**src/core/can_irq_pkg.sv**
```systemverilog
package can_irq_pkg;

	// register indices on the plain port (byte-wide registers, one per address)
	localparam logic [5:0] ADDR_RX_IRQ_EN   = 6'h00;
	localparam logic [5:0] ADDR_TX_IRQ_EN   = 6'h01;
	localparam logic [5:0] ADDR_RX_FLAG     = 6'h02;
	localparam logic [5:0] ADDR_IRQ_STATUS  = 6'h03;
	localparam logic [5:0] ADDR_IRQ_MASK    = 6'h04;
	localparam logic [5:0] ADDR_CONTROL_0   = 6'h05;
	localparam logic [5:0] ADDR_BUF_SELECT  = 6'h06;
	localparam logic [5:0] ADDR_WINDOW_BASE = 6'h10;
	localparam logic [5:0] ADDR_WINDOW_TOP  = 6'h1F;

	// relative offsets within a message buffer window
	localparam logic [3:0] OFS_IDENT_0   = 4'h0;
	localparam logic [3:0] OFS_PAYLOAD_0 = 4'h4;
	localparam logic [3:0] OFS_LENGTH    = 4'hC;
	localparam logic [3:0] OFS_PRIORITY  = 4'hD;
	localparam logic [3:0] OFS_STAMP_HI  = 4'hE;
	localparam logic [3:0] OFS_STAMP_LO  = 4'hF;

	// receiver irq enable field positions
	localparam int BIT_WAKE_IRQ_EN    = 7;
	localparam int BIT_STATUS_IRQ_EN  = 6;
	localparam int POS_RX_SENS        = 4;
	localparam int POS_TX_SENS        = 2;
	localparam int BIT_OVERRUN_IRQ_EN = 1;
	localparam int BIT_RX_FULL_IRQ_EN = 0;

	// receiver flag register positions
	localparam int BIT_WAKE_FLAG    = 7;
	localparam int BIT_STATUS_FLAG  = 6;
	localparam int POS_RX_STATE     = 4;
	localparam int POS_TX_STATE     = 2;
	localparam int BIT_OVERRUN_FLAG = 1;
	localparam int BIT_RX_FULL_FLAG = 0;

	localparam int BIT_WAKE_FUNC_EN = 2;

	localparam logic [7:0] RST_RX_IRQ_EN = 8'h00;
	localparam logic [7:0] RST_TX_IRQ_EN = 8'h00;
	localparam logic [7:0] RST_MASK      = 8'h00;
	localparam logic [7:0] RST_CONTROL_0 = 8'h00;
	localparam logic [7:0] RST_PRIORITY  = 8'h00;

	typedef enum logic [1:0] {
		SENS_NONE    = 2'b00,
		SENS_BUSOFF  = 2'b01,
		SENS_WARNING = 2'b10,
		SENS_ALL     = 2'b11
	} sens_type;

	// error state code shared by receiver and transmitter
	typedef enum logic [1:0] {
		ST_OK      = 2'b00,
		ST_WARNING = 2'b01,
		ST_PASSIVE = 2'b10,
		ST_BUSOFF  = 2'b11
	} err_state_type;

	typedef struct packed {
		logic          wake;
		logic          overrun;
		logic          rx_full;
		err_state_type rx_state;
		err_state_type tx_state;
	} can_event_type;

	typedef struct packed {
		logic wake;
		logic error;
		logic rx;
		logic tx;
	} can_irq_type;

endpackage : can_irq_pkg

```
**src/core/can_irq_buf.sv**
```systemverilog
// Summary of operation
// - wake-up event raises wake interrupt only when enable bit 7 is set
// - status change flag raises error interrupt only when enable bit 6 set
// - rx sensitivity bits 5-4: none, bus-off, warning or bus-off, every change
// - rx state flags track receiver state, updated only while no status change pending
// - tx sensitivity bits 3-2: none, bus-off, warning or bus-off, every change
// - tx state flags track transmitter state, updated only while no status change pending
// - overrun event raises error interrupt only when enable bit 1 set
// - receive full raises receiver interrupt only when enable bit 0 set
// - receiver and transmitter share one state code, bus-off included
// - each transmit empty flag has its own enable bit gating its request
// - window bytes 0-3 identifier, 4-B data, C length, all read/write
// - timestamp bytes E and F are read-only
// - priority byte D exists only for transmit buffers
// - receive and transmit buffers share one 13-byte layout
// - buffer contents undefined after reset, priority bytes reset to zero
// - reserved buffer bits read undefined
//
// Chosen here: the address-and-strobe port and the register offsets.
`timescale 1ns/1ps
module can_irq_buf
	import can_irq_pkg::*;
#(
	parameter int NUM_RX_BUF = 1,
	parameter int NUM_TX_BUF = 3
) (
	input  wire logic                   mclk,
	input  wire logic                   rst_n,
	input  wire logic [5:0]             addr,
	input  wire logic [7:0]             wdata,
	input  wire logic                   wr,
	input  wire logic                   rd,
	output logic [7:0]                  rdata,
	input  wire can_irq_pkg::can_event_type events,
	input  wire logic [NUM_TX_BUF-1:0]  tx_empty,
	input  wire logic                   rx_wr,
	input  wire logic [3:0]             rx_wr_ofs,
	input  wire logic [7:0]             rx_wr_data,
	input  wire logic [15:0]            stamp,
	input  wire logic                   stamp_wr,
	input  wire logic [1:0]             stamp_buf,
	output can_irq_pkg::can_irq_type    irq_req,
	output logic                        wake_function_en,
	output logic                        irq
);
	import can_irq_pkg::*;

	localparam int NBUF = NUM_RX_BUF + NUM_TX_BUF;

	logic [7:0]    rx_irq_en_q;
	logic [7:0]    tx_irq_en_q;
	logic [7:0]    control_q;
	logic [7:0]    mask_q;
	logic [3:0]    status_q;
	logic [1:0]    buf_sel_q;
	logic          wake_flag_q;
	logic          status_change_flag_q;
	logic          overrun_flag_q;
	logic          rx_full_flag_q;
	err_state_type rx_state_flags_q;
	err_state_type tx_state_flags_q;
	err_state_type rx_prev_q;
	err_state_type tx_prev_q;
	logic [7:0]    mem [NBUF][13];
	logic [7:0]    stamp_hi_mem [NBUF];
	logic [7:0]    stamp_lo_mem [NBUF];
	logic [7:0]    priority_q [NUM_TX_BUF];
	logic [7:0]    rdata_q;

	// does a change from a to b qualify at this sensitivity
	function automatic logic qualifies(input sens_type s, input err_state_type a,
		input err_state_type b);
		logic hit;
		hit = 1'b0;
		case (s)
			SENS_NONE:    hit = 1'b0;
			SENS_BUSOFF:  hit = (a == ST_BUSOFF) != (b == ST_BUSOFF);
			SENS_WARNING: hit = ((a == ST_BUSOFF) != (b == ST_BUSOFF))
				|| ((a == ST_WARNING) != (b == ST_WARNING));
			SENS_ALL:     hit = (a != b);
			default:      hit = 1'b0;
		endcase
		return hit;
	endfunction : qualifies

	// sticky bit: a set in the same cycle as a clear wins, so no event is lost
	function automatic logic sticky_next(input logic set, input logic held, input logic clr);
		return set || (held && !clr);
	endfunction : sticky_next

	wire sens_type rx_sens = sens_type'(rx_irq_en_q[POS_RX_SENS +: 2]);
	wire sens_type tx_sens = sens_type'(rx_irq_en_q[POS_TX_SENS +: 2]);
	wire wr_rx_flag = wr && (addr == ADDR_RX_FLAG);
	wire rd_status  = rd && (addr == ADDR_IRQ_STATUS);
	wire in_window  = (addr >= ADDR_WINDOW_BASE) && (addr <= ADDR_WINDOW_TOP);
	wire [3:0] ofs  = addr[3:0];
	wire win_wr     = wr && in_window;

	// receiver state change at the rx sensitivity, previous level against current rx state
	wire rx_change = qualifies(rx_sens, rx_prev_q, events.rx_state);
	wire tx_change = qualifies(tx_sens, tx_prev_q, events.tx_state);
	wire state_event = rx_change || tx_change;

	// write-one clear strobes of the flag register
	wire clr_wake    = wr_rx_flag && wdata[BIT_WAKE_FLAG];
	wire clr_status  = wr_rx_flag && wdata[BIT_STATUS_FLAG];
	wire clr_overrun = wr_rx_flag && wdata[BIT_OVERRUN_FLAG];
	wire clr_rx_full = wr_rx_flag && wdata[BIT_RX_FULL_FLAG];

	// flags: set wins over a write-one clear in the same cycle
	wire wake_flag_d          = sticky_next(events.wake, wake_flag_q, clr_wake);
	wire status_change_flag_d = sticky_next(state_event, status_change_flag_q, clr_status);
	wire overrun_flag_d       = sticky_next(events.overrun, overrun_flag_q, clr_overrun);
	wire rx_full_flag_d       = sticky_next(events.rx_full, rx_full_flag_q, clr_rx_full);

	always_ff @(posedge mclk or negedge rst_n) begin
		if (!rst_n)
			wake_flag_q <= 1'b0;
		else
			wake_flag_q <= wake_flag_d;
	end

	always_ff @(posedge mclk or negedge rst_n) begin
		if (!rst_n)
			status_change_flag_q <= 1'b0;
		else
			status_change_flag_q <= status_change_flag_d;
	end

	always_ff @(posedge mclk or negedge rst_n) begin
		if (!rst_n)
			overrun_flag_q <= 1'b0;
		else
			overrun_flag_q <= overrun_flag_d;
	end

	always_ff @(posedge mclk or negedge rst_n) begin
		if (!rst_n)
			rx_full_flag_q <= 1'b0;
		else
			rx_full_flag_q <= rx_full_flag_d;
	end

	// previous levels, for change detection one cycle later
	always_ff @(posedge mclk or negedge rst_n) begin
		if (!rst_n) begin
			rx_prev_q <= ST_OK;
			tx_prev_q <= ST_OK;
		end else begin
			rx_prev_q <= events.rx_state;
			tx_prev_q <= events.tx_state;
		end
	end

	// state flags frozen while a status change is pending so software sees its cause
	wire state_flags_open = !status_change_flag_q;

	always_ff @(posedge mclk or negedge rst_n) begin
		if (!rst_n)
			rx_state_flags_q <= ST_OK;
		else if (state_flags_open)
			rx_state_flags_q <= events.rx_state;
	end

	always_ff @(posedge mclk or negedge rst_n) begin
		if (!rst_n)
			tx_state_flags_q <= ST_OK;
		else if (state_flags_open)
			tx_state_flags_q <= events.tx_state;
	end

	// register write decode
	wire wr_rx_irq_en  = wr && (addr == ADDR_RX_IRQ_EN);
	wire wr_tx_irq_en  = wr && (addr == ADDR_TX_IRQ_EN);
	wire wr_control    = wr && (addr == ADDR_CONTROL_0);
	wire wr_mask       = wr && (addr == ADDR_IRQ_MASK);
	wire wr_buf_select = wr && (addr == ADDR_BUF_SELECT);

	always_ff @(posedge mclk or negedge rst_n) begin
		if (!rst_n)
			rx_irq_en_q <= RST_RX_IRQ_EN;
		else if (wr_rx_irq_en)
			rx_irq_en_q <= wdata;
	end

	always_ff @(posedge mclk or negedge rst_n) begin
		if (!rst_n)
			tx_irq_en_q <= RST_TX_IRQ_EN;
		else if (wr_tx_irq_en)
			tx_irq_en_q <= wdata;
	end

	always_ff @(posedge mclk or negedge rst_n) begin
		if (!rst_n)
			control_q <= RST_CONTROL_0;
		else if (wr_control)
			control_q <= wdata;
	end

	always_ff @(posedge mclk or negedge rst_n) begin
		if (!rst_n)
			mask_q <= RST_MASK;
		else if (wr_mask)
			mask_q <= wdata;
	end

	// only the low two bits select; upper bits are dropped on purpose
	always_ff @(posedge mclk or negedge rst_n) begin
		if (!rst_n)
			buf_sel_q <= 2'b00;
		else if (wr_buf_select)
			buf_sel_q <= wdata[1:0];
	end

	// level requests, high while flag and enable both hold
	wire [NUM_TX_BUF-1:0] tx_gated = tx_empty & tx_irq_en_q[NUM_TX_BUF-1:0];
	assign irq_req.wake  = wake_flag_q && rx_irq_en_q[BIT_WAKE_IRQ_EN];
	assign irq_req.error = (status_change_flag_q && rx_irq_en_q[BIT_STATUS_IRQ_EN])
		|| (overrun_flag_q && rx_irq_en_q[BIT_OVERRUN_IRQ_EN]);
	assign irq_req.rx    = rx_full_flag_q && rx_irq_en_q[BIT_RX_FULL_IRQ_EN];
	assign irq_req.tx    = |tx_gated;
	assign wake_function_en = control_q[BIT_WAKE_FUNC_EN];

	// sticky summary, cleared by reading it; a new request wins over the read
	wire [3:0] req_vec     = {irq_req.wake, irq_req.error, irq_req.rx, irq_req.tx};
	wire [3:0] status_held = rd_status ? 4'h0 : status_q;
	wire [3:0] status_d    = req_vec | status_held;

	always_ff @(posedge mclk or negedge rst_n) begin
		if (!rst_n)
			status_q <= 4'h0;
		else
			status_q <= status_d;
	end
	assign irq = |(status_q & mask_q[3:0]);

	// buffer ram: no reset, contents undefined until written
	wire [1:0] sel        = buf_sel_q;
	wire       win_ram_wr = win_wr && (ofs < OFS_PRIORITY);
	wire       eng_ram_wr = rx_wr && (rx_wr_ofs < OFS_PRIORITY);

	// engine write comes last, so a received byte beats software on the same cell
	always_ff @(posedge mclk) begin
		if (win_ram_wr)
			mem[sel][ofs] <= wdata;
		if (eng_ram_wr)
			mem[0][rx_wr_ofs] <= rx_wr_data;
	end

	always_ff @(posedge mclk) begin
		if (stamp_wr) begin
			stamp_hi_mem[stamp_buf] <= stamp[15:8];
			stamp_lo_mem[stamp_buf] <= stamp[7:0];
		end
	end

	// only transmit buffers hold a priority byte
	wire       sel_tx  = sel >= 2'(NUM_RX_BUF);
	wire [1:0] tx_idx  = sel - 2'(NUM_RX_BUF);
	wire       prio_wr = win_wr && (ofs == OFS_PRIORITY) && sel_tx;

	always_ff @(posedge mclk or negedge rst_n) begin
		if (!rst_n) begin
			for (int i = 0; i < NUM_TX_BUF; i++)
				priority_q[i] <= RST_PRIORITY;
		end else if (prio_wr) begin
			priority_q[tx_idx] <= wdata;
		end
	end

	// read mux; stamp bytes have no window write path
	logic [7:0] win_rd;
	always_comb begin
		win_rd = 8'h00;
		if (ofs < OFS_PRIORITY)
			win_rd = mem[sel][ofs];
		else if (ofs == OFS_PRIORITY)
			win_rd = sel_tx ? priority_q[tx_idx] : 8'h00;
		else if (ofs == OFS_STAMP_HI)
			win_rd = stamp_hi_mem[sel];
		else
			win_rd = stamp_lo_mem[sel];
	end

	wire [7:0] flag_rd = {wake_flag_q, status_change_flag_q, rx_state_flags_q,
		tx_state_flags_q, overrun_flag_q, rx_full_flag_q};
	logic [7:0] reg_rd;
	always_comb begin
		reg_rd = 8'h00;
		case (addr)
			ADDR_RX_IRQ_EN:  reg_rd = rx_irq_en_q;
			ADDR_TX_IRQ_EN:  reg_rd = tx_irq_en_q;
			ADDR_RX_FLAG:    reg_rd = flag_rd;
			ADDR_IRQ_STATUS: reg_rd = {4'h0, status_q};
			ADDR_IRQ_MASK:   reg_rd = mask_q;
			ADDR_CONTROL_0:  reg_rd = control_q;
			ADDR_BUF_SELECT: reg_rd = {6'h00, buf_sel_q};
			default:         reg_rd = in_window ? win_rd : 8'h00;
		endcase
	end

	always_ff @(posedge mclk or negedge rst_n) begin
		if (!rst_n)
			rdata_q <= 8'h00;
		else if (rd)
			rdata_q <= reg_rd;
	end
	assign rdata = rdata_q;

endmodule : can_irq_buf

```
**config.mk**
```make
export PLATFORM = sky130hd
export DESIGN_NAME = can_irq_buf
export DESIGN_NICKNAME = d
export VERILOG_FILES = /design/src/core/can_irq_pkg.sv /design/src/core/can_irq_buf.sv
export SDC_FILE = /design/constraint.sdc
export NUM_CORES = 1
export LEC_CHECK = 0
export BUFFER_PORTS_ARGS = -buffer_cell sky130_fd_sc_hd__buf_2
export CAP_MARGIN = 20
export CELL_PAD_IN_SITES_DETAIL_PLACEMENT = 1
export CELL_PAD_IN_SITES_GLOBAL_PLACEMENT = 2
export CORE_MARGIN = 2
export CORE_UTILIZATION = 52
export CTS_BUF_LIST = sky130_fd_sc_hd__clkbuf_16
export DETAILED_ROUTE_END_ITERATION = 8
export GPL_TIMING_DRIVEN = 0
export PLACE_DENSITY = 0.89
export SKIP_CTS_REPAIR_TIMING = 1
export SLEW_MARGIN = 20
export SYNTH_ARGS = -nofsm -noshare
export SYNTH_HDL_FRONTEND = slang
export SYNTH_SLANG_ARGS = --single-unit
```
**constraint.sdc**
```tcl
create_clock -name mclk -period 8.2 [get_ports mclk]
set_input_delay 0.82 -clock mclk [delete_from_list [all_inputs] [get_ports mclk]]
set_output_delay 0.82 -clock mclk [all_outputs]
set_load 0.1 [all_outputs]
```
==> flow_results.org, run 1 <==
** Run status
- Outcome :: complete, no violations

** Floorplanning
- Initial cell density of the core :: 52.8%
- The floorplan step defined a die boundary enclosing 0.0480 sq mm.
- Measured along the x axis, the die boundary spans 219 microns.
- Measured along the y axis, the die boundary spans 219 microns.
- In this run the core area contains 78 standard-cell rows.
- Area inside the core boundary :: 0.0455 sq mm
- In this run the count of I/O pins placed on the die edge is 74.

** Power
- Switch share :: 25.4%
- Power density normalized to cell area :: 244 mW/mm^2
- Sequential cells account for 48.9% of the total power.
- The internal portion of the total power is 0.00491 W.
- IR analysis of the VDD net gives a maximum drop of 0.188 mV.
- The clock network is responsible for 38.9% of the overall power.
- Summed over all cells, the static leakage comes to 9.36 nW.
- In this run, the combinational gates consume 12.3% of the power.
- In this run the power spent charging and discharging nets is 0.00167 W.

** Drt
- Vias :: 14042
- In the routed design, unresolved DRC markers number 0.
- Once detail routing completed, the nets flagged for antenna violations numbered 0.
- For this block, the initial DRC count from the detailed router was 1658.
- Sum of routed wire length over all layers :: 72800 microns
- First-pass detailed-route iteration total :: 7
- Routed length per placed instance :: 34.3 microns
- Via density per instance :: 6.63

** STA
- The final hold violation count is 0.
- Relative max-transition margin :: 18.3%
- The worst path in the final design needs a cycle of 3.63 ns, including I/O delays and setup.
- Period utilisation layout :: 44.3%
- Maximum clock frequency :: 275 MHz
- Least setup slack across all paths after layout :: 4.57 ns
- Setup repair after global routing left no endpoint under its margin.
- Setup Total Neg Slack :: 0 ns
- Setup violations remaining at the end of the flow were counted as 0.
- For the final database, setup skew stands at 0.0217 ns.
- The max-slew violation count was 0.
- For the pin with the worst max-slew slack, the measured transition is 1.23 ns.

** Global route
- Pin count of the biggest net entering global routing :: 44
- Total grt overflow :: 0
- Number of global-route vias before repair :: 15043
- Global-route wire length before repair :: 105000 microns
- Overall fraction of global-route tracks in use :: 31.1%
- The number of antenna violations at the first check in global routing was 1.

** Setup path
- In this run the worst path has a maximum fanout of 10.
- Crit. End Element :: flip-flop
- Slowest CP cell :: sky130_fd_sc_hd__dfrtp_1
- Delay contributed by the slowest stage of the critical path :: 0.44 ns
- Among the stages of the critical path, the cell type that occurs most often is sky130_fd_sc_hd__buf_2.
- The worst setup path is launched from a flip-flop.
- The worst register-to-register path ends at rdata[3].
- For the worst setup path, the data arrival time is 4.15 ns.
- STA puts the critical path data required time at 8.72 ns.
- WS Path Type :: reg -> reg
- In this run the register-to-register setup slack is 4.57 ns.
- The worst register-to-register path begins at buf_sel_q[1].
- The signal on the critical path passes through buf_2, buf_2, inv_2, ha_1, buf_2, nor2b_1, clkbuf_1, o2bb2ai_1, a21oi_1, o22ai_1, o221ai_1, o31ai_1.
- Counting cells, the worst reg-to-reg path comes to 12.

** Synthesis
- Number of synthesized flops with an enable pin :: 480
- Syn Nets :: 1406
- #FFs+latches synth :: 562
- Summing every instance area after synthesis gives 0.0240 sq mm.
- Yosys printed 0 warnings.
- Distinct cells, synth :: 56
- Syn_area_per_cell :: 17.9 sq um
- The most used flip-flop cell after synthesis is sky130_fd_sc_hd__edfxtp_1.
- Fraction of registers with async set or reset after synthesis :: 14.6%
- Sequential elements use 68.5% of the synthesized area.
- In the synthesized netlist, the number of instances is 1339.

** Layout
- Of the cells placed in the final design, the portion with a size suffix greater than 1 is 32.8%.
- Layout overhead on the synthesized area :: 12.3%
- Leaving out fill and tap cells, the most frequent cell in the layout is sky130_fd_sc_hd__edfxtp_1.
- Top library cells by usage in the layout, fill and taps aside :: sky130_fd_sc_hd__edfxtp_1 (480), sky130_fd_sc_hd__mux2_2 (184), sky130_fd_sc_hd__mux4_2 (113)
- Non-filler cells, final :: 2118
- Final-stage net count :: 1539
- Total non-filler cell area in the finished layout :: 0.0270 sq mm

** Placement
- Counting tap cells, the placed design contains a total of 2013 instances.
- Count of port buffers added during placement :: 69
- In this run the cell area measured after placement is 0.0252 sq mm.
- The wire-length estimate of the detail-placed layout is 47900 microns.
- Pre-CTS worst setup slack :: 4.56 ns
- Routability-driven placement finished with a final weighted congestion of 0.886.

** CTS
- Clk Latency, worst-skew pair :: 0.62 ns
- Clock Sinks :: 562
- Clock-pin slew was measured on the worst setup and hold paths at 0.06 ns.
- In this run the number of H-tree levels came out at 2.
- TritonCTS built the clock tree.
- The longest clock path from root to sink contains 3 buffers.
- TritonCTS created 57 clock buffers.
- Clock root buffer master :: sky130_fd_sc_hd__clkbuf_16

** Job
- Max cap viols :: 0

** Min path
- The worst hold path belongs to the class in -> async.
-- cells in the mapped netlist (all sizes together) (4+ instances only) --
cell | n | area (sq um)
clkbuf | 42 | 158
nand2b | 8 | 50.1
o21ai | 8 | 40.0
nor2b | 7 | 43.8
ha | 7 | 87.6
and3 | 19 | 119
a21o | 15 | 113
a21oi | 22 | 110
nand2 | 51 | 194
buf | 45 | 270
and2 | 33 | 206
nor2 | 40 | 158
nand4 | 9 | 56.3
mux4 | 113 | 2540
nor3b | 4 | 30.0
o2bb2ai | 6 | 52.6
nand3 | 15 | 75.1
inv | 6 | 22.5
xnor2 | 4 | 35.0
dfrtp | 82 | 2050
a22o | 4 | 35.0
mux2i | 39 | 390
nor3 | 13 | 76.3
nand3b | 4 | 30.0
edfxtp | 480 | 14400
a22oi | 15 | 113
mux2 | 184 | 2070
o22ai | 36 | 225
-- power by group through the flow --
stage | Clock [W] | Sequential (W) | Combinational [W]
floorplan | 0 | 0.00330 | 0.000458
global placement | 0 | 0.00327 | 0.000771
detailed placement | 0 | 0.00328 | 0.000793
CTS | 0.00256 | 0.00322 | 0.000799
global route | 0.00266 | 0.00322 | 0.000838
finish | 0.00256 | 0.00322 | 0.000807
-- flip-flops by register name, indices dropped and copies added, names as in the netlist --
register              count
mem                     416
stamp_hi_mem             32
stamp_lo_mem             32
priority_q               24
control_q                 8
mask_q                    8
rdata                     8
rx_irq_en_q               8
tx_irq_en_q               8
status_q                  4
buf_sel_q                 2
rx_prev_q                 2
rx_state_flags_q          2
tx_prev_q                 2
tx_state_flags_q          2
overrun_flag_q            1
rx_full_flag_q            1
status_change_flag_q      1
wake_flag_q               1
-- worst max-delay path, delay by kind of cell (launching register included) --
family	cells	cell delay [ns]
buffers and inverters	5	1.59
AOI/OAI and AO/OA	5	0.98
DFF	1	0.44
adders and majority gates	1	0.34
and+or+nand+nor	1	0.18
-- worst max path at each step --
| stage | startpoint | cells past startpoint | end |
|---|---|---|---|
| after floorplan | addr[0] | 5 | mem[0][32] |
| after global placement | addr[2] | 6 | mem[0][66] |
| after detailed placement | addr[2] | 7 | mem[1][45] |
| after CTS | buf_sel_q[1] | 12 | rdata[3] |
| after global routing | buf_sel_q[0] | 13 | rdata[3] |
| final | buf_sel_q[1] | 12 | rdata[3] |
-- final cells by class --
type                            instances  area [sq um]
Tap cell                              600           751
Timing Repair Buffer                   74           399
Clock buffer                           59          1480
Clock inverter                         45           323
Multi-Input combinational cell        684          7120
Antenna cell                            1          2.50
Inverter                                6          22.5
Sequential cell                       562         16500
Fill cell                            4092         18500
Buffer                                 87           429
-- per-layer routing --
layer / routed length (microns) / GRT usage (%) / vias up
li1: - / - / 5645
met1: 28400 / 41.8 / 7403
met2: 34100 / 49.1 / 802
met3: 6980 / 7.60 / 192
met4: 3230 / 13.1 / 0
met5: 0 / 0 / -
-- logic make-up (layout without fill, tap and decap cells) --
logic type / count (synthesis) / in the layout / share of synthesized area (%)
AOI/OAI and AO/OA: 126 / 126 / 3.63
muxes: 336 / 336 / 20.8
other: 0 / 1 / 0
and+or+nand+nor: 211 / 211 / 4.63
adders and majority gates: 7 / 7 / 0.364
buffers and inverters: 93 / 271 / 1.87
DFF: 562 / 562 / 68.5
xor gates and xnor gates: 4 / 4 / 0.146
-- per-stage QoR --
| stage | hold WS [ns] | util [%] | total power (W) |
|---|---|---|---|
| 2_1_floorplan | 0.463 | - | 0.00375 |
| 5_1_grt | 0.213 | 59.3 | 0.00672 |
| 4_1_cts | 0.180 | 59.3 | 0.00658 |
| 3_3_place_gp | 0.483 | 55.3 | 0.00404 |
| 6_report | 0.184 | 59.4 | 0.00658 |
| 3_5_place_dp | 0.491 | 55.4 | 0.00407 |
Note: power is estimated with default switching activity, not from simulation.
==> run 2, diff against run 1 <==
--- a/config.mk
+++ b/config.mk
@@ -10,11 +10,11 @@
 export CELL_PAD_IN_SITES_DETAIL_PLACEMENT = 1
 export CELL_PAD_IN_SITES_GLOBAL_PLACEMENT = 2
 export CORE_MARGIN = 2
-export CORE_UTILIZATION = 52
+export CORE_UTILIZATION = 43
 export CTS_BUF_LIST = sky130_fd_sc_hd__clkbuf_16
 export DETAILED_ROUTE_END_ITERATION = 8
 export GPL_TIMING_DRIVEN = 0
-export PLACE_DENSITY = 0.89
+export PLACE_DENSITY = 0.79
 export SKIP_CTS_REPAIR_TIMING = 1
 export SLEW_MARGIN = 20
 export SYNTH_ARGS = -nofsm -noshare
==> constraint.sdc (replaced) <==
create_clock -name mclk -period 3.2 [get_ports mclk]
set_input_delay 0.32 -clock mclk [delete_from_list [all_inputs] [get_ports mclk]]
set_output_delay 0.32 -clock mclk [all_outputs]
set_load 0.1 [all_outputs]
==> run 2 against run 1 <==
  * Register-to-register slack got worse by 4.5 ns
  * Non-clock buffer count increased by 24
  * Via count decreased by 0.74%
  * Core utilization decreased by 9.2 points
==> flow_results.org, run 2 (same netlist as run 1, synthesis figures left out) <==
** Run status
- Outcome :: complete, no violations

** Drt
- Number of DRC violations after detailed routing :: 0
- Antenna Nets Post-Route :: 0
- Sum of routed wire length over all layers :: 74400 microns
- After detailed routing, the number of vias per cell comes to 6.07.
- Vias :: 13938
- Routed length per placed instance :: 32.4 microns
- First-iteration detailed-routing DRC count :: 1451
- The first detailed-routing pass ran for 5 iterations.

** Setup path
- WS Path Type :: reg -> reg
- In this run the register-to-register setup slack is 0.04 ns.
- Startpoint types :: flip-flop
- In this run the critical register-to-register path is captured at rdata[7].
- Endpoint required time on the critical path :: 3.70 ns
- CP Max Fanout :: 10
- Data on the critical path arrives at its endpoint at 3.66 ns.
- Origin of the critical flop-to-flop path :: buf_sel_q[1]
- The worst setup path is captured at a flip-flop.
- Worst R2R Path Depth :: 8

** STA
- The final hold violation count came to 0.
- Worst Tran Pin Value :: 1.13 ns
- Subtracting the final worst setup slack from the clock period gives 3.16 ns.
- Post-route worst hold slack :: 0.0208 ns
- Final max-slew violation count :: 0
- Adding up every negative setup slack in the final design gives 0 ns.
- RSZ-0062 raised after global routing :: false
- Measured against its own limit, the worst slew margin works out to 24.6%.
- Across the routed clock network, the largest skew measured is 0.0134 ns.
- Final number of setup-violating endpoints :: 0
- Derived from the worst setup path, the maximum achievable clock frequency is 316 MHz.
- Period utilisation layout :: 98.8%

** Global route
- Global routing used 26.2% of the available tracks across all layers.
- Entering global routing, the biggest net connects 44 pins.
- The number of global-route vias before repair was 14489.
- Antenna violations before repair :: 4
- Global routing finished with a remaining overflow of 0.
- The first global-routing pass estimated 105000 microns of wire.

** Layout
- The net count of the finished layout is 1566.
- Total non-filler cell area in the finished layout :: 0.0277 sq mm
- The library cell used most frequently in the layout, excluding fill and tap cells, is sky130_fd_sc_hd__edfxtp_1.
- Ranked by flip-flop count, first place goes to mem.
- The largest registers in the layout are mem: 416 flops, stamp_hi_mem: 32 flops, stamp_lo_mem: 32 flops.
- The top cell types in the final layout, fill and taps aside, are sky130_fd_sc_hd__edfxtp_1 (480), sky130_fd_sc_hd__mux2_2 (184), sky130_fd_sc_hd__mux4_2 (113).
- Number of flip-flops under the largest register name :: 416
- Share of layout cells above drive strength 1 :: 33.4%
- The area growth from synthesis to layout is 15.1%.

** Floorplanning
- Row Count :: 86
- The die is 240 microns wide.
- Measured along the y axis, the die boundary spans 240 microns.
- Once the floorplan was initialized, standard cells occupied 43.5% of the core.
- The die covers 0.0578 sq mm.
- Area inside the core boundary :: 0.0552 sq mm
- I/O pins :: 74

** CTS
- Clock Sinks :: 562
- The root buffer cell chosen for the clock tree is sky130_fd_sc_hd__clkbuf_16.
- TritonCTS built the clock tree.
- Register clock-pin slew on the reported worst setup and hold paths :: 0.07 ns
- The clock reaches the later pin of the worst-skew pair after 0.62 ns.
- The longest clock path from root to sink contains 3 buffers.
- In this run, CTS created clock tree buffers numbering 60.
- The H-tree was split into 2 levels.

** Placement
- Cell Area, Placed :: 0.0254 sq mm
- Detailed placement finished with a half-perimeter wire length of 49100 microns.
- The count of buffers added on input and output ports is 69.
- Global placement routability congestion :: 0.876

** Power
- Sum of internal, switching and leakage power :: 0.0175 W
- In this run the power spent charging and discharging nets is 0.00441 W.
- Internal :: 0.0131 W
- IR analysis of the VDD net gives a maximum drop of 0.409 mV.
- Power density normalized to cell area :: 632 mW/mm^2
- The clock network accounts for 40.8% of the total power.
- Switch share :: 25.2%
- LEAKAGE :: 9.58 nW
- Seq pwr share :: 47.1%
- Power share of the combinational group :: 12.1%

** Job
- Across the run, the number of max-cap violations was 0.

** Min path
- Endpoint of the worst hold path :: status_q[0]
- The worst hold path belongs to the class in -> reg.
- Instance count along the most critical hold path :: 4
- Origin of the worst min-delay path :: tx_empty[0]
[run 2: cell types whose count changed in the layout (fill, tap and decap cells not counted), moves of 2 or more]
cell                            change
sky130_fd_sc_hd__dlygate4sd3_1     +24
sky130_fd_sc_hd__buf_8              +3
sky130_fd_sc_hd__bufinv_16          +4
sky130_fd_sc_hd__clkinvlp_4         +4
sky130_fd_sc_hd__inv_2              +2
sky130_fd_sc_hd__clkbuf_1           -3
sky130_fd_sc_hd__buf_2              -4
sky130_fd_sc_hd__clkbuf_2           +2
sky130_fd_sc_hd__clkbuf_16          +2
sky130_fd_sc_hd__clkinv_1          -10
sky130_fd_sc_hd__clkinv_2           +5
[run 2: per-layer routing]
metal	track usage (%)	wire, microns
met3	4.27	5870
met4	8.85	2270
met5	0	0
met1	36.4	30900
met2	42.2	35300
[run 2: worst max path at each step]
stage	startpoint	to	slack, ns
6_report	buf_sel_q[1]	rdata[7]	0.04
5_1_grt	buf_sel_q[1]	rdata[7]	0.001
4_1_cts	buf_sel_q[1]	rdata[3]	-0.34
3_5_place_dp	buf_sel_q[1]	rdata[3]	-0.33
3_3_place_gp	addr[2]	mem[0][68]	-0.45
2_1_floorplan	buf_sel_q[0]	rdata[3]	0.51
[run 2: final cells by class]
cell class	instances	area, sq um
fill	5211	27500
multi-input combinational	684	7120
sequential	562	16500
clock inverter	51	472
inverter	6	25.0
antenna	1	2.50
tap	748	936
timing repair buffer	98	649
clock buffer	61	1530
buffer	87	460
[run 2: metrics by stage]
stage,utilization (%),std cells,setup WS (ns)
floorplan,-,1339,0.514
finish,50.1,2298,0.0397
detailed placement,46.0,2161,-0.325
global placement,45.9,2156,-0.450
CTS,49.6,2273,-0.339
global route,50.1,2297,0.00105
[run 2: critical path: stages (launching register included)]
cell                              delay (ns)
sky130_fd_sc_hd__dfrtp_1                0.45
sky130_fd_sc_hd__clkbuf_4               0.27
sky130_fd_sc_hd__buf_4                  0.25
sky130_fd_sc_hd__clkdlybuf4s15_1        0.85
sky130_fd_sc_hd__mux4_2                 0.41
sky130_fd_sc_hd__mux2i_1                0.38
sky130_fd_sc_hd__o22ai_1                0.17
sky130_fd_sc_hd__o22ai_1                0.17
sky130_fd_sc_hd__a21oi_1                0.07
[run 2: power groups by stage]
| stage | sequential, W | combinational, W | clock, W |
|---|---|---|---|
| finish | 0.00824 | 0.00211 | 0.00713 |
| global route | 0.00825 | 0.00220 | 0.00743 |
| CTS | 0.00824 | 0.00208 | 0.00720 |
| detailed placement | 0.00839 | 0.00207 | 0 |
| global placement | 0.00838 | 0.00202 | 0 |
| floorplan | 0.00845 | 0.00117 | 0 |
==> run 3, diff against run 2 <==
--- a/config.mk
+++ b/config.mk
@@ -14,7 +14,7 @@
 export CTS_BUF_LIST = sky130_fd_sc_hd__clkbuf_16
 export DETAILED_ROUTE_END_ITERATION = 8
 export GPL_TIMING_DRIVEN = 0
-export PLACE_DENSITY = 0.79
+export PLACE_DENSITY_LB_ADDON = 0.1
 export SKIP_CTS_REPAIR_TIMING = 1
 export SLEW_MARGIN = 20
 export SYNTH_ARGS = -nofsm -noshare
==> run 3 against run 2 <==
  * Die area is the same
  * Non-clock buffer count grew 1
  * Flip-flop and latch count is the same
  * Combinational power is essentially flat
  * Critical path depth shrank 1
  * Count of clock-buffer cells in the layout grew 2
  * Worst setup slack gained 0.081 ns
  * Core utilization grew 0.11 points
  * Routed wire length grew 0.36%
  * Final area grew 0.22%
  * Sequential power is essentially flat
  * Critical path type unchanged
  * Largest power group unchanged
==> flow_results.org, run 3 (same netlist as run 1, synthesis figures left out) <==
** Drt
- First-iteration detailed-routing DRC count :: 1182
- The detailed router placed 13720 vias in this run.
- Antenna Nets Post-Route :: 0
- Routed length per placed instance :: 32.4 microns
- Via density per instance :: 5.96
- In the routed design, unresolved DRC markers number 0.
- The pre-antenna-repair detailed-routing pass consisted of 5 iterations.
- Sum of routed wire length over all layers :: 74600 microns

** Layout
- Most common library cell in the layout ignoring fill and taps :: sky130_fd_sc_hd__edfxtp_1
- Share of layout cells above drive strength 1 :: 34.1%
- The largest registers in the layout are mem: 416 flops, stamp_hi_mem: 32 flops, stamp_lo_mem: 32 flops.
- Ranked by flip-flop count, first place goes to mem.
- Top library cells by usage in the layout, fill and taps aside :: sky130_fd_sc_hd__edfxtp_1 (480), sky130_fd_sc_hd__mux2_2 (184), sky130_fd_sc_hd__mux4_2 (113)
- Compared with the post-synthesis result, the final layout area differs by 15.4%.
- Final-stage net count :: 1568
- Number of flip-flops under the largest register name :: 416
- With fillers left out, the area of the finished cells amounts to 0.0277 sq mm.
- Number of filler instances in the final layout :: 5186

** CTS
- The tree built by TritonCTS fans out to 562 sinks.
- Number of buffers added by the clock tree synthesis step :: 61
- Register clock-pin slew on the reported worst setup and hold paths :: 0.06 ns
- Clock root buffer master :: sky130_fd_sc_hd__clkbuf_16
- TritonCTS built the clock tree.
- The H-tree was split into 2 levels.
- Clock latency on the worst-skew pair, taken at its later pin, is 0.63 ns.
- In this run the deepest clock path goes through 3 buffers.

** Global route
- For this run the aggregate overflow at the end of global routing stands at 0.
- For this run, global-route usage on met1 was measured as 36.7%.
- The number of antenna violations at the first check in global routing came to 4.
- Entering global routing, the biggest net connects 56 pins.
- In the global route stage, met2 resource usage came out at 42.0%.
- Number of global-route vias before repair :: 14345
- Global-route wire length before repair :: 105000 microns
- GR met3 Demand/Resource :: 4.71%
- Most Used Layer, Global Route :: met2
- Global routing consumed, over all layers together, 26.4% of the routing resources.

** Placement
- Global placement routability congestion :: 0.858
- Count of port buffers added during placement :: 69
- Summing all placed instances gives a cell area of 0.0254 sq mm.
- Pre-CTS worst setup slack :: -0.514 ns
- After legalization and detailed placement, the total HPWL measured 50300 microns.

** STA
- The tightest hold path in the finished design has a slack of 0.0299 ns.
- Summed over all failing endpoints, the final setup total negative slack is 0 ns.
- Shortest clock period the worst path allows after layout :: 3.08 ns
- Setup violations remaining at the end of the flow were counted as 0.
- Across the routed clock network, the largest skew measured is 0.0189 ns.
- Timing would allow up to 325 MHz.
- Setup repair after global routing left no endpoint under its margin.
- The max-slew violation count was 0.
- Least setup slack across all paths after layout :: 0.121 ns
- At the pin with the least slew margin, the transition time is 1.17 ns.
- Period utilisation layout :: 96.2%
- Headroom to the max-slew limit came out at 22.0%.
- Number of hold violations in the final report :: 0

** Floorplanning
- Die Span Y :: 240 microns
- Horizontal die dimension :: 240 microns
- Row Count :: 86
- The core region is 0.0552 sq mm.
- The floorplan step defined a die boundary enclosing 0.0578 sq mm.
- For this design the top-level I/O count stands at 74.
- For this configuration, the core starts out at a cell density of 43.5%.

** Setup path
- Data arrival time of the worst path :: 3.36 ns
- Endpoint required time on the critical path :: 3.48 ns
- The worst setup path is launched from a flip-flop.
- By startpoint and endpoint, the worst setup path is classified as reg -> reg.
- The worst setup path is captured at a flip-flop.
- Along the worst path, the maximum fanout reaches 19.

** Power
- For this design the static power due to leakage is 9.60 nW.
- Across the VDD grid, the largest voltage drop is 0.490 mV.
- Sum of internal, switching and leakage power :: 0.0175 W
- Power spread over the standard cell area amounts to 631 mW/mm^2.

** Job
- Max cap viols :: 0

** Run status
- Outcome :: complete, no violations

** Min path
- Path type of the worst min-delay path :: in -> reg
[run 3: layout make-up]
class                   count  area (sq um)  share of cell area (%)
multi-input cells         684          7140                    25.7
diodes                      1          2.50                 0.00903
plain buffers              86           452                    1.63
flip-flops and latches    562         16500                    59.4
clock inverters            51           452                    1.63
well taps                 748           936                    3.38
clock buffers              63          1580                    5.69
inverters                   6          25.0                  0.0903
repair buffers            100           674                    2.43
[run 3: final timing paths]
path                                     from             end  slack (ns)  depth (start not counted)
min in group asynchronous               rst_n  priority_q[21]        0.17                          2
worst min-delay path              tx_empty[2]     status_q[0]        0.03                          4
worst max register to register   buf_sel_q[0]      mem[0][84]        0.12                          7
worst min register to register  priority_q[5]   priority_q[5]        0.51                          1
worst max-delay path             buf_sel_q[0]      mem[0][84]        0.12                          7
max in group asynchronous               rst_n  rx_irq_en_q[5]        2.40                          3
[run 3: critical path, cell delays in order, from the launching register on]
cell	delay [ns]
sky130_fd_sc_hd__dfrtp_2	0.46
sky130_fd_sc_hd__buf_6	0.18
sky130_fd_sc_hd__buf_12	0.17
sky130_fd_sc_hd__inv_2	0.23
sky130_fd_sc_hd__ha_1	0.37
sky130_fd_sc_hd__clkbuf_1	0.70
sky130_fd_sc_hd__nand2_1	0.16
sky130_fd_sc_hd__nand2_1	0.42
[run 3: routing by layer]
layer | up-vias | wire length (microns)
met5 | - | 0
met4 | 0 | 2540
met3 | 120 | 4450
met2 | 477 | 35200
met1 | 7406 | 32400
li1 | 5717 | -
[run 3: per-stage QoR]
step | util (%) | cells
final | 50.2 | 2301
after global routing | 50.2 | 2300
after CTS | 49.7 | 2275
after detailed placement | 46.0 | 2161
after global placement | 45.9 | 2156
after floorplan | - | 1339
[run 3: power by group]
| part | internal (W) | switching [W] |
|---|---|---|
| clock network | 0.00413 | 0.00300 |
| logic | 0.000764 | 0.00135 |
| registers | 0.00814 | 0.000106 |
